File: config.mk
export PLATFORM = sky130hd
export DESIGN_NAME = sdirx_port
export DESIGN_NICKNAME = d
export VERILOG_FILES = /design/src/sdirx_pkg.sv /design/src/sdirx_pins_if.sv /design/src/sdirx_port.sv /design/src/sdirx_sync.sv
export SDC_FILE = /design/constraint.sdc
export NUM_CORES = 1
export LEC_CHECK = 0
export ABC_AREA = 0
export BUFFER_PORTS_ARGS = -buffer_cell sky130_fd_sc_hd__buf_2
export CAP_MARGIN = 0
export CELL_PAD_IN_SITES_DETAIL_PLACEMENT = 1
export CELL_PAD_IN_SITES_GLOBAL_PLACEMENT = 1
export CORE_ASPECT_RATIO = 0.5
export CORE_UTILIZATION = 30
export CTS_CLUSTER_SIZE = 30
export DETAILED_ROUTE_END_ITERATION = 8
export GPL_ROUTABILITY_DRIVEN = 1
export GPL_TIMING_DRIVEN = 0
export PLACE_DENSITY_LB_ADDON = 0.1
export RECOVER_POWER = 25
export SETUP_SLACK_MARGIN = 0.3
export SLEW_MARGIN = 25
export SYNTH_ARGS = -nofsm -noshare
export SYNTH_HDL_FRONTEND = slang
export SYNTH_SLANG_ARGS = --single-unit
File: constraint.sdc
create_clock -name clock -period 3.5 [get_ports clock]
set_input_delay 0 -clock clock [delete_from_list [all_inputs] [get_ports clock]]
set_output_delay 0 -clock clock [all_outputs]
set_load 0.05 [all_outputs]
File: src/sdirx_pkg.sv
// Package: constants, register map and selector codes for the parallel output port
`default_nettype none
package sdirx_pkg;

  // ==========================================================
  // Data path and memory shape
  localparam int unsigned WORD_W      = 10;
  localparam int unsigned MEM_AW      = 4;
  localparam int unsigned MEM_DEPTH   = 16;
  localparam int unsigned PIN_CNT     = 6;

  // ==========================================================
  // Synchronised pin indices
  localparam int unsigned PIN_RD_CLK  = 0;
  localparam int unsigned PIN_RD_RST  = 1;
  localparam int unsigned PIN_ASI     = 2;
  localparam int unsigned PIN_SVM     = 3;
  localparam int unsigned PIN_AUTO    = 4;
  localparam int unsigned PIN_FIFO_EN = 5;

  // ==========================================================
  // Pixel rate generation from the system clock
  localparam int unsigned CLK_RATE_KHZ   = 40000;
  localparam int unsigned PIXEL_RATE_KHZ = 27000;
  localparam logic [6:0]  PHASE_STEP     = 7'(PIXEL_RATE_KHZ / 1000);
  localparam logic [6:0]  PHASE_WRAP     = 7'(CLK_RATE_KHZ / 1000);
  // Start so the first step hits; no two empty slots ever follow reset
  localparam logic [6:0]  PHASE_RESET    = 7'h0D;

  // ==========================================================
  // Register byte offsets
  localparam logic [3:0] OFF_OUT_SEL = 4'h0;
  localparam logic [3:0] OFF_CTRL    = 4'h4;
  localparam logic [3:0] OFF_STATUS  = 4'h8;

  // ==========================================================
  // Status output selector codes, one 3-bit field per output
  localparam int unsigned SEL_W       = 3;
  localparam logic [2:0] SEL_H        = 3'h0;
  localparam logic [2:0] SEL_V        = 3'h1;
  localparam logic [2:0] SEL_F        = 3'h2;
  localparam logic [2:0] SEL_LOAD     = 3'h3;
  localparam logic [2:0] SEL_ANC      = 3'h4;
  localparam logic [2:0] SEL_ERRPKT   = 3'h5;
  localparam logic [2:0] SEL_FULL     = 3'h6;
  localparam logic [2:0] SEL_EMPTY    = 3'h7;
  localparam logic [11:0] OUT_SEL_RESET = {SEL_LOAD, SEL_F, SEL_V, SEL_H};

  // ==========================================================
  // Memory operating modes held in the control register
  localparam logic [1:0] FMODE_VIDEO  = 2'h0;
  localparam logic [1:0] FMODE_ASI    = 2'h1;
  localparam logic [1:0] FMODE_ANC    = 2'h2;
  localparam logic [1:0] FMODE_PKT    = 2'h3;
  localparam logic [1:0] CTRL_RESET   = FMODE_VIDEO;

endpackage : sdirx_pkg
`default_nettype wire

File: src/sdirx_pins_if.sv
// Interface: synchronised pin levels and their edges
`default_nettype none
interface sdirx_pins_if;
  import sdirx_pkg::*;
  logic [PIN_CNT-1:0] level;
  logic [PIN_CNT-1:0] rise;
  logic [PIN_CNT-1:0] fall;
  modport src (output level, output rise, output fall);
  modport dst (input level, input rise, input fall);
endinterface : sdirx_pins_if
`default_nettype wire

File: src/sdirx_port.sv
// Parallel output port of the serial video / ASI receiver
//
// Contract
// - Each status output shows the signal chosen by its own selector field.
// - Application supplies read clock; data advances on each read clock rise.
// - Read reset acts only in serial-video mode with memory in video mode.
// - Read reset falling edge, seen at read clock, zeroes the read pointer.
// - Memory enabled in video or ASI mode: output updates on read clock.
// - Bypass: output updates on the pixel clock instead of read clock.
// - Output bus is ten bits, bit 9 most significant.
// - Drive a 27 MHz pixel clock alongside the output data; pixel_clk here is a strobe high 27 of every 40 system clocks.
// - Lock indicator high when locked to compliant data, else low.
// - While lock is low, all data and status outputs are forced low.
// - ASI pin: input in manual, driven output in auto; other side releases.
// - Auto mode: ASI pin high only while locked to an ASI stream.
// - Manual, ASI pin high: ASI mode, serial-video pin ignored.
// - Manual, ASI pin low: no ASI alignment or decoding.
// - Auto select high drives both mode pins; low makes both inputs.
// - Memory enable high uses memory; low bypasses it on pixel timing.
// - Auto mode: serial-video pin high only while locked to video stream.
//
// Design decisions made here: the Avalon-MM slave port and the address map.
`default_nettype none
module sdirx_port
  import sdirx_pkg::*;
(
  // Clock and reset
  input  wire logic              clock,
  input  wire logic              reset_n,
  // Avalon-MM register slave
  input  wire logic [3:0]        avs_address,
  input  wire logic              avs_read,
  input  wire logic              avs_write,
  input  wire logic [31:0]       avs_writedata,
  input  wire logic [3:0]        avs_byteenable,
  output logic      [31:0]       avs_readdata,
  output logic                   avs_waitrequest,
  // Upstream receiver stream and status, same clock
  input  wire logic [WORD_W-1:0] in_word,
  input  wire logic              in_valid,
  input  wire logic              in_h,
  input  wire logic              in_v,
  input  wire logic              in_f,
  input  wire logic              in_fifo_load_marker,
  input  wire logic              in_ancillary_found,
  input  wire logic              in_error_packet_found,
  input  wire logic              lock_in,
  input  wire logic              asi_stream_seen,
  input  wire logic              sdi_stream_seen,
  // Pins from the application
  input  wire logic              rd_clk,
  input  wire logic              rd_reset,
  input  wire logic              auto_manual_select,
  input  wire logic              fifo_enable,
  // Mode pins, split into input, output and active-low enable
  input  wire logic              asi_mode_pin_i,
  output logic                   asi_mode_pin_o,
  output logic                   asi_mode_pin_oe_n,
  input  wire logic              serial_video_mode_pin_i,
  output logic                   serial_video_mode_pin_o,
  output logic                   serial_video_mode_pin_oe_n,
  // Parallel output
  output logic      [WORD_W-1:0] dout,
  output logic      [3:0]        stat,
  output logic                   pixel_clk,
  output logic                   locked,
  output logic                   asi_decode_en
);

  // ==========================================================
  // Pin synchronisation
  sdirx_pins_if pins ();

  sdirx_sync u_sync (
    .clock   (clock),
    .reset_n (reset_n),
    .raw     ({fifo_enable, auto_manual_select, serial_video_mode_pin_i,
               asi_mode_pin_i, rd_reset, rd_clk}),
    .pins    (pins.src)
  );

  wire logic auto_mode  = pins.level[PIN_AUTO];
  wire logic fifo_on    = pins.level[PIN_FIFO_EN];
  wire logic rd_rise    = pins.rise[PIN_RD_CLK];
  wire logic asi_pin_lv = pins.level[PIN_ASI];
  wire logic svm_pin_lv = pins.level[PIN_SVM];

  // ==========================================================
  // Status selector helper
  function automatic logic pick_stat(input logic [2:0] sel, input logic [7:0] src);
    pick_stat = src[sel];
  endfunction : pick_stat

  // ==========================================================
  // Registers
  logic [11:0]         out_sel_q;
  logic [1:0]          fmode_q;
  logic                wait_q;
  logic [31:0]         rdata_q;
  logic [WORD_W-1:0]   mem [MEM_DEPTH];
  logic [MEM_AW:0]     wr_ptr_q;
  logic [MEM_AW:0]     rd_ptr_q;
  logic                rst_smp_q;
  logic [6:0]          phase_q;
  logic                pix_tick_q;
  logic [WORD_W-1:0]   dout_q;
  logic [3:0]          stat_q;
  logic                locked_q;
  logic                asi_o_q;
  logic                svm_o_q;
  logic                oe_n_q;
  logic                asi_dec_q;

  // ==========================================================
  // Operating mode resolution
  // Manual: ASI pin wins over the serial-video pin
  wire logic asi_mode = auto_mode ? asi_o_q : asi_pin_lv;
  wire logic svm_mode = auto_mode ? svm_o_q : (!asi_pin_lv && svm_pin_lv);
  wire logic asi_auto_d = auto_mode && lock_in && asi_stream_seen;
  wire logic svm_auto_d = auto_mode && lock_in && sdi_stream_seen;

  // ==========================================================
  // Memory flags and pointer control
  wire logic [MEM_AW:0] ptr_diff = wr_ptr_q - rd_ptr_q;
  wire logic mem_full   = ptr_diff[MEM_AW];
  wire logic mem_empty  = (ptr_diff == '0);
  wire logic mem_write  = fifo_on && in_valid && !mem_full;
  wire logic rd_advance = fifo_on && rd_rise && !mem_empty;
  // Falling edge of read reset as seen at a read clock rise
  wire logic rr_fall    = rd_rise && rst_smp_q && !pins.level[PIN_RD_RST];
  wire logic rr_valid   = svm_mode && !asi_mode && fifo_on
                          && (fmode_q == FMODE_VIDEO);

  // ==========================================================
  // Output update strobe: read clock with memory, pixel tick in bypass
  wire logic out_strobe = fifo_on ? rd_rise : pix_tick_q;
  wire logic [WORD_W-1:0] out_word = fifo_on ? mem[rd_ptr_q[MEM_AW-1:0]] : in_word;
  wire logic [7:0] stat_src = {mem_empty, mem_full, in_error_packet_found,
                               in_ancillary_found, in_fifo_load_marker, in_f, in_v, in_h};
  wire logic [3:0] stat_d;

  // One selector per status output
  genvar gi;
  generate
    for (gi = 0; gi < 4; gi++) begin : g_stat
      assign stat_d[gi] = pick_stat(out_sel_q[gi*SEL_W +: SEL_W], stat_src);
    end
  endgenerate

  // ==========================================================
  // Register bus decode
  wire logic bus_req   = avs_read || avs_write;
  wire logic bus_ack   = bus_req && !wait_q;
  wire logic wr_outsel = bus_ack && avs_write && (avs_address == OFF_OUT_SEL);
  wire logic wr_ctrl   = bus_ack && avs_write && (avs_address == OFF_CTRL);
  wire logic [31:0] rd_mux =
    (avs_address == OFF_OUT_SEL) ? {20'h00000, out_sel_q} :
    (avs_address == OFF_CTRL)    ? {30'h00000000, fmode_q} :
    (avs_address == OFF_STATUS)  ? {21'h000000, rd_ptr_q, mem_full, mem_empty,
                                    svm_mode, asi_mode, auto_mode, locked_q} :
                                   32'h00000000;

  // Waitrequest drops one cycle after a request; read data latched with it
  always_ff @(posedge clock) begin
    if (!reset_n) begin
      wait_q  <= 1'b1;
      rdata_q <= 32'h00000000;
    end else begin
      wait_q  <= !(bus_req && wait_q);
      if (bus_req && wait_q) begin
        rdata_q <= avs_read ? rd_mux : 32'h00000000;
      end
    end
  end

  // Software settings, byte lanes respected
  always_ff @(posedge clock) begin
    if (!reset_n) begin
      out_sel_q <= OUT_SEL_RESET;
      fmode_q   <= CTRL_RESET;
    end else begin
      if (wr_outsel && avs_byteenable[0]) out_sel_q[7:0]  <= avs_writedata[7:0];
      if (wr_outsel && avs_byteenable[1]) out_sel_q[11:8] <= avs_writedata[11:8];
      if (wr_ctrl && avs_byteenable[0])   fmode_q         <= avs_writedata[1:0];
    end
  end

  // ==========================================================
  // Pixel tick: phase accumulator averaging 27 ticks per 40 clocks
  // Limitation: a 40 MHz clock cannot toggle at 27 MHz, so this is a strobe
  wire logic [6:0] phase_sum = phase_q + PHASE_STEP;
  wire logic       phase_hit = (phase_sum >= PHASE_WRAP);

  always_ff @(posedge clock) begin
    if (!reset_n) begin
      phase_q    <= PHASE_RESET;
      pix_tick_q <= 1'b0;
    end else begin
      phase_q    <= phase_hit ? phase_sum - PHASE_WRAP : phase_sum;
      pix_tick_q <= phase_hit;
    end
  end

  // ==========================================================
  // Line memory write side; no reset needed on storage
  always_ff @(posedge clock) begin
    if (mem_write) begin
      mem[wr_ptr_q[MEM_AW-1:0]] <= in_word;
    end
  end

  // Pointers; read reset copies the write pointer's wrap bit so the fill count stays sane
  always_ff @(posedge clock) begin
    if (!reset_n) begin
      wr_ptr_q  <= '0;
      rd_ptr_q  <= '0;
      rst_smp_q <= 1'b0;
    end else begin
      if (mem_write) wr_ptr_q <= wr_ptr_q + 1'b1;
      if (rd_rise) rst_smp_q <= pins.level[PIN_RD_RST];
      if (rr_fall && rr_valid) begin
        rd_ptr_q <= {wr_ptr_q[MEM_AW], {MEM_AW{1'b0}}};
      end else if (rd_advance) begin
        rd_ptr_q <= rd_ptr_q + 1'b1;
      end
    end
  end

  // ==========================================================
  // Output bus and status, forced low without lock
  always_ff @(posedge clock) begin
    if (!reset_n) begin
      dout_q <= '0;
      stat_q <= 4'h0;
    end else if (!lock_in) begin
      dout_q <= '0;
      stat_q <= 4'h0;
    end else if (out_strobe) begin
      dout_q <= out_word;
      stat_q <= stat_d;
    end
  end

  // ==========================================================
  // Lock, mode pins and decoder enable
  always_ff @(posedge clock) begin
    if (!reset_n) begin
      locked_q  <= 1'b0;
      asi_o_q   <= 1'b0;
      svm_o_q   <= 1'b0;
      oe_n_q    <= 1'b1;
      asi_dec_q <= 1'b0;
    end else begin
      locked_q  <= lock_in;
      asi_o_q   <= asi_auto_d;
      svm_o_q   <= svm_auto_d;
      oe_n_q    <= !auto_mode;
      asi_dec_q <= asi_mode;
    end
  end

  // Outputs straight from flops
  assign avs_readdata               = rdata_q;
  assign avs_waitrequest            = wait_q;
  assign dout                       = dout_q;
  assign stat                       = stat_q;
  assign pixel_clk                  = pix_tick_q;
  assign locked                     = locked_q;
  assign asi_mode_pin_o             = asi_o_q;
  assign asi_mode_pin_oe_n          = oe_n_q;
  assign serial_video_mode_pin_o    = svm_o_q;
  assign serial_video_mode_pin_oe_n = oe_n_q;
  assign asi_decode_en              = asi_dec_q;

  // ==========================================================
  // Assertions
  property p_unlock_low;
    @(posedge clock) disable iff (!reset_n)
    !lock_in |=> (dout_q == '0) && (stat_q == 4'h0);
  endproperty
  a_unlock_low: assert property (p_unlock_low) else $error("outputs not low without lock");

  property p_rd_reset;
    @(posedge clock) disable iff (!reset_n)
    (rr_fall && rr_valid) |=> (rd_ptr_q[MEM_AW-1:0] == '0);
  endproperty
  a_rd_reset: assert property (p_rd_reset) else $error("read pointer not zeroed");

  property p_rd_reset_ignored;
    @(posedge clock) disable iff (!reset_n)
    (rr_fall && !rr_valid && !rd_advance) |=> (rd_ptr_q == $past(rd_ptr_q));
  endproperty
  a_rd_reset_ignored: assert property (p_rd_reset_ignored) else $error("pointer moved");

  property p_bypass_data;
    @(posedge clock) disable iff (!reset_n)
    (!fifo_on && pix_tick_q && lock_in) |=> (dout_q == $past(in_word));
  endproperty
  a_bypass_data: assert property (p_bypass_data) else $error("bypass data wrong");

  property p_fifo_hold;
    @(posedge clock) disable iff (!reset_n)
    (fifo_on && !rd_rise && lock_in && $past(lock_in)) |=> $stable(dout_q);
  endproperty
  a_fifo_hold: assert property (p_fifo_hold) else $error("data moved without read clock");

  property p_pixel_rate;
    @(posedge clock) disable iff (!reset_n)
    !pix_tick_q ##1 !pix_tick_q |-> 1'b0;
  endproperty
  a_pixel_rate: assert property (p_pixel_rate) else $error("pixel tick gap too long");

  property p_auto_asi;
    @(posedge clock) disable iff (!reset_n)
    (auto_mode && !oe_n_q) |-> (asi_mode_pin_o == $past(lock_in && asi_stream_seen));
  endproperty
  a_auto_asi: assert property (p_auto_asi) else $error("auto ASI pin wrong");

  property p_manual_release;
    @(posedge clock) disable iff (!reset_n)
    !auto_mode ##1 !auto_mode |-> asi_mode_pin_oe_n && serial_video_mode_pin_oe_n;
  endproperty
  a_manual_release: assert property (p_manual_release) else $error("pin driven in manual");

  property p_manual_asi;
    @(posedge clock) disable iff (!reset_n)
    (!auto_mode && asi_pin_lv) |-> !svm_mode ##1 asi_decode_en;
  endproperty
  a_manual_asi: assert property (p_manual_asi) else $error("manual ASI mode wrong");

  property p_lock_follow;
    @(posedge clock) disable iff (!reset_n)
    ##1 1'b1 |-> (locked == $past(lock_in));
  endproperty
  a_lock_follow: assert property (p_lock_follow) else $error("lock indicator lags");

endmodule : sdirx_port
`default_nettype wire

File: src/sdirx_sync.sv
// Two-stage pin synchroniser with edge detection
`default_nettype none
module sdirx_sync
  import sdirx_pkg::*;
(
  // Clock and reset
  input  wire logic               clock,
  input  wire logic               reset_n,
  // Raw pins
  input  wire logic [PIN_CNT-1:0] raw,
  // Synchronised view
  sdirx_pins_if.src               pins
);

  logic [PIN_CNT-1:0] meta_q;
  logic [PIN_CNT-1:0] sync_q;
  logic [PIN_CNT-1:0] prev_q;

  // ==========================================================
  // First stage only feeds the second; edges come from later stages
  always_ff @(posedge clock) begin
    if (!reset_n) begin
      meta_q <= '0;
      sync_q <= '0;
      prev_q <= '0;
    end else begin
      meta_q <= raw;
      sync_q <= meta_q;
      prev_q <= sync_q;
    end
  end

  // Level and one-cycle edge strobes
  assign pins.level = sync_q;
  assign pins.rise  = sync_q & ~prev_q;
  assign pins.fall  = ~sync_q & prev_q;

endmodule : sdirx_sync
`default_nettype wire

==> summary.txt <==
Status
  • Run status: finished clean

STA
  • Maximum clock skew at final layout: 0.01916 ns
  • Minimum clock period: 3.141 ns
  • RSZ-0062 raised after global routing: true
  • Worst Setup Slack, final: 0.3588 ns
  • Final worst hold slack: 0.02268 ns
  • Number of endpoints with negative hold slack in the final report: 0
  • TNS Setup: 0 ns
  • Fmax: 318.4 MHz
  • Number of slew-limit violations in the final report: 0
  • Share of the clock period used by the worst path after layout: 0.8975
  • Finish-stage setup viols: 0
  • Transition at the pin with the smallest max-transition slack: 0.8399 ns
  • Worst relative slew slack: 0.4401

Worst hold path
  • Worst hold-check path type: in -> reg

Placement
  • Input/output buffers: 80
  • Placement-stage worst setup slack: -0.1093 ns
  • DPL Wire Length: 18,920 um
  • Placement Cell Area: 0.01129 sq mm
  • Final Wtd Congestion: 0.7348

GRT
  • Global-route usage over all layers: 0.1588
  • Via count of the first global-routing pass: 6,561
  • Largest net degree at the start of global routing: 18
  • Wire length of the first global-routing pass: 41,190 um
  • Number of antenna violations at the first check in global routing: 0
  • Global-route congestion overflow total: 0

Setup path
  • Data required time of the critical path: 3.68 ns
  • Data arrival time of the critical path: 3.32 ns
  • Crit end category: flip-flop
  • Setup slack of the most critical reg-to-reg path: 0.36 ns
  • Critical path start-end classification: reg -> reg
  • Worst Setup Start Kind: flip-flop
  • CP max FO: 10

Routing
  • Post-detailed-route DRC marker count: 0
  • Number of search-and-repair iterations in the first detailed-routing pass: 4
  • Wire per inst: 20.61 um
  • Final wirelength: 27,080 um
  • Detailed Route Iter0 Violations: 287
  • Total via count in the routed design: 6,193
  • Vias per std cell: 4.713
  • Antenna violation net count after detailed routing: 0

Flow run
  • MaxCap Viol Count: 0

Power
  • Post-layout power: 0.006492 W
  • Leakage power figure: 4.469 nW
  • Worst IR Drop VDD: 0.3809 mV
  • Total power divided by cell area: 512.8 mW/mm^2

Yosys
  • Post-synthesis cell count: 669
  • Area share of the largest cell type after synthesis: 0.4719
  • Sequential cell area fraction in the yosys report: 0.6331
  • Number of warning messages in the yosys log: 0
  • Post-synthesis register bit count: 242
  • Number of flops mapped to enable cells by yosys: 160
  • Cell area after synthesis: 0.01018 sq mm
  • Post-Synthesis Mean Instance Area: 15.22 sq um
  • Flip-flop cell with the highest count after synthesis: sky130_fd_sc_hd__edfxtp_1
  • Largest cells by area after synthesis: sky130_fd_sc_hd__edfxtp_1 47%, sky130_fd_sc_hd__dfxtp_1 16%, sky130_fd_sc_hd__mux4_1 8.0%
  • Number of distinct library cells after synthesis: 53
  • Top cell type by total area after synthesis: sky130_fd_sc_hd__edfxtp_1
  • Share of flip-flops with an asynchronous set or reset: 0

CTS
  • Number of clock sinks seen by CTS: 242
  • Register clock-pin slew on the reported worst setup and hold paths: 0.06 ns
  • Clock tree from TritonCTS: yes
  • H-tree levels: 1
  • Total CTS buffers: 25
  • Clock latency on the worst-skew pair: 0.55 ns
  • CTS Buffer Depth: 3
  • Root buffer selected by CTS: sky130_fd_sc_hd__clkbuf_16

Die
  • Width of the die: 262.5 um
  • Number of placement rows: 47
  • Effective utilization at floorplan: 0.3065
  • Die footprint: 0.03473 sq mm
  • IO Pins: 124
  • CORE AREA: 0.03323 sq mm
  • Die outline height: 132.3 um

Finish
  • Diodes inserted: 0
  • Nets: 936
  • Post-route cell area: 0.01266 sq mm
  • Number of filler instances in the final layout: 3,445
  • Area overhead of the layout relative to synthesis: 24.32%
  • Share of layout cells above drive strength 1: 0.2211
## power breakdown
group / switching, W / total [W] / internal [W]
clock network: 0.00111 / 0.00262 / 0.00150
logic: 0.000465 / 0.000716 / 0.000251
registers: 0.0000530 / 0.00316 / 0.00311
## cell usage in the layout (no fill, tap or decap), drive strengths merged, types with 8 or more instances in the layout
cell type,count
a21boi,10
a21oi,18
nor2b,25
ha,12
edfxtp,160
mux4,54
inv,18
dfxtp,82
dlygate4sd3,48
and3,8
xnor2,10
mux2i,33
nor2,24
buf,113
conb,20
clkbuf,70
nand2,38
and2,21
o21ai,31
## layer usage
layer  vias up  GRT usage  wire (um)
met1      3147     0.2220      12970
met2       103     0.2604      12640
li1       2909          -          -
met5         -          0          0
met3        34    0.02783        957
met4         0    0.03039        515
## state kept, by name, summed over array words and instances (netlist names), 2 cells and up, named ones only
register and cells:
u_sync.meta_q 6, out_sel_q 12, u_sync.pins.level 6, stat 4, wr_ptr_q 5, fmode_q 2
rd_ptr_q 5, avs_readdata 12, mem 160, dout 10, phase_q 7
## Yosys cell counts, types with 2 or more instances
cell / number
sky130_fd_sc_hd__nand2b_1: 7
sky130_fd_sc_hd__a221oi_1: 2
sky130_fd_sc_hd__and3b_1: 2
sky130_fd_sc_hd__a211oi_1: 2
sky130_fd_sc_hd__o21ai_0: 30
sky130_fd_sc_hd__o21a_1: 2
sky130_fd_sc_hd__buf_6: 4
sky130_fd_sc_hd__nand4_1: 4
sky130_fd_sc_hd__a21boi_0: 10
sky130_fd_sc_hd__nor3b_1: 2
sky130_fd_sc_hd__o211ai_1: 4
sky130_fd_sc_hd__o221ai_1: 5
sky130_fd_sc_hd__nor3_1: 7
sky130_fd_sc_hd__o22ai_1: 3
sky130_fd_sc_hd__ha_1: 12
sky130_fd_sc_hd__o2111ai_1: 5
sky130_fd_sc_hd__nor2_1: 23
sky130_fd_sc_hd__mux4_2: 23
sky130_fd_sc_hd__edfxtp_1: 160
sky130_fd_sc_hd__xnor2_1: 10
sky130_fd_sc_hd__a21o_1: 2
sky130_fd_sc_hd__and3_1: 8
sky130_fd_sc_hd__mux4_1: 31
sky130_fd_sc_hd__clkbuf_1: 22
sky130_fd_sc_hd__buf_1: 2
sky130_fd_sc_hd__mux2i_1: 33
sky130_fd_sc_hd__nand2_1: 38
sky130_fd_sc_hd__buf_4: 22
sky130_fd_sc_hd__inv_1: 17
sky130_fd_sc_hd__nor2b_1: 25
sky130_fd_sc_hd__a21oi_1: 18
sky130_fd_sc_hd__o311ai_0: 2
sky130_fd_sc_hd__nand3_1: 5
sky130_fd_sc_hd__and2_1: 21
sky130_fd_sc_hd__xor2_1: 6
sky130_fd_sc_hd__dfxtp_1: 82
sky130_fd_sc_hd__a31oi_1: 2
## cell type report
cell class	count	area, sq um	share of cell area
clock inverters	6	41.29	0.003262
well taps	441	551.8	0.04359
repair buffers	139	960.9	0.07591
plain buffers	52	326.6	0.02580
clock buffers	40	764.5	0.06039
flip-flops and latches	242	6446	0.5092
inverters	17	63.81	0.005041
multi-input cells	377	3503	0.2768
## metrics by stage
step / util / cells
floorplan: - / 688
global placement: 0.3373 / 1209
CTS: 0.3796 / 1309
global route: 0.3810 / 1314
detailed placement: 0.3399 / 1213
finish: 0.3810 / 1314
## cells by family (layout without fill, tap and decap cells)
family	after synthesis	in the layout	synth area share
adders and majority gates	12	12	0.01475
other	1	20	0.0003683
AOI/OAI and AO/OA	94	94	0.05984
xor gates and xnor gates	16	16	0.01376
and+or+nand+nor	147	147	0.07557
buffers and inverters	69	254	0.03822
DFF	242	242	0.6331
muxes	88	88	0.1644
## what timing repair did
| item | CTS | global route |
|---|---|---|
| buffers inserted | 2 | 5 |
| hold buffers | 48 | 0 |
| gates resized for setup | 3 | 4 |
| endpoints found under the setup margin | 117 | 139 |
| hold endpoints to repair | 194 | 0 |
| pin swaps | 1 | 3 |
## worst max-delay path, cell delays in order (launching register included)
cell and delay (ns):
sky130_fd_sc_hd__dfxtp_1 0.42, sky130_fd_sc_hd__inv_1 0.08, sky130_fd_sc_hd__ha_1 0.32, sky130_fd_sc_hd__nor2b_1 0.16, sky130_fd_sc_hd__o211ai_1 0.22, sky130_fd_sc_hd__nand3_1 0.23, sky130_fd_sc_hd__a21oi_2 0.37, sky130_fd_sc_hd__nand2_1 0.34
sky130_fd_sc_hd__nor2_2 0.64
## final timing paths
kind / from / end / cells past startpoint
min: avs_byteenable[1] / out_sel_q[11]$_SDFFE_PN0P_ / 5
max: rd_ptr_q[1]$_SDFFE_PP0P_ / mem[4][5]$_DFFE_PP_ / 8
min reg2reg: phase_q[0]$_SDFF_PN1_ / phase_q[0]$_SDFF_PN1_ / 1
max reg2reg: rd_ptr_q[1]$_SDFFE_PP0P_ / mem[4][5]$_DFFE_PP_ / 8
Power figures use the tool's default switching activity.
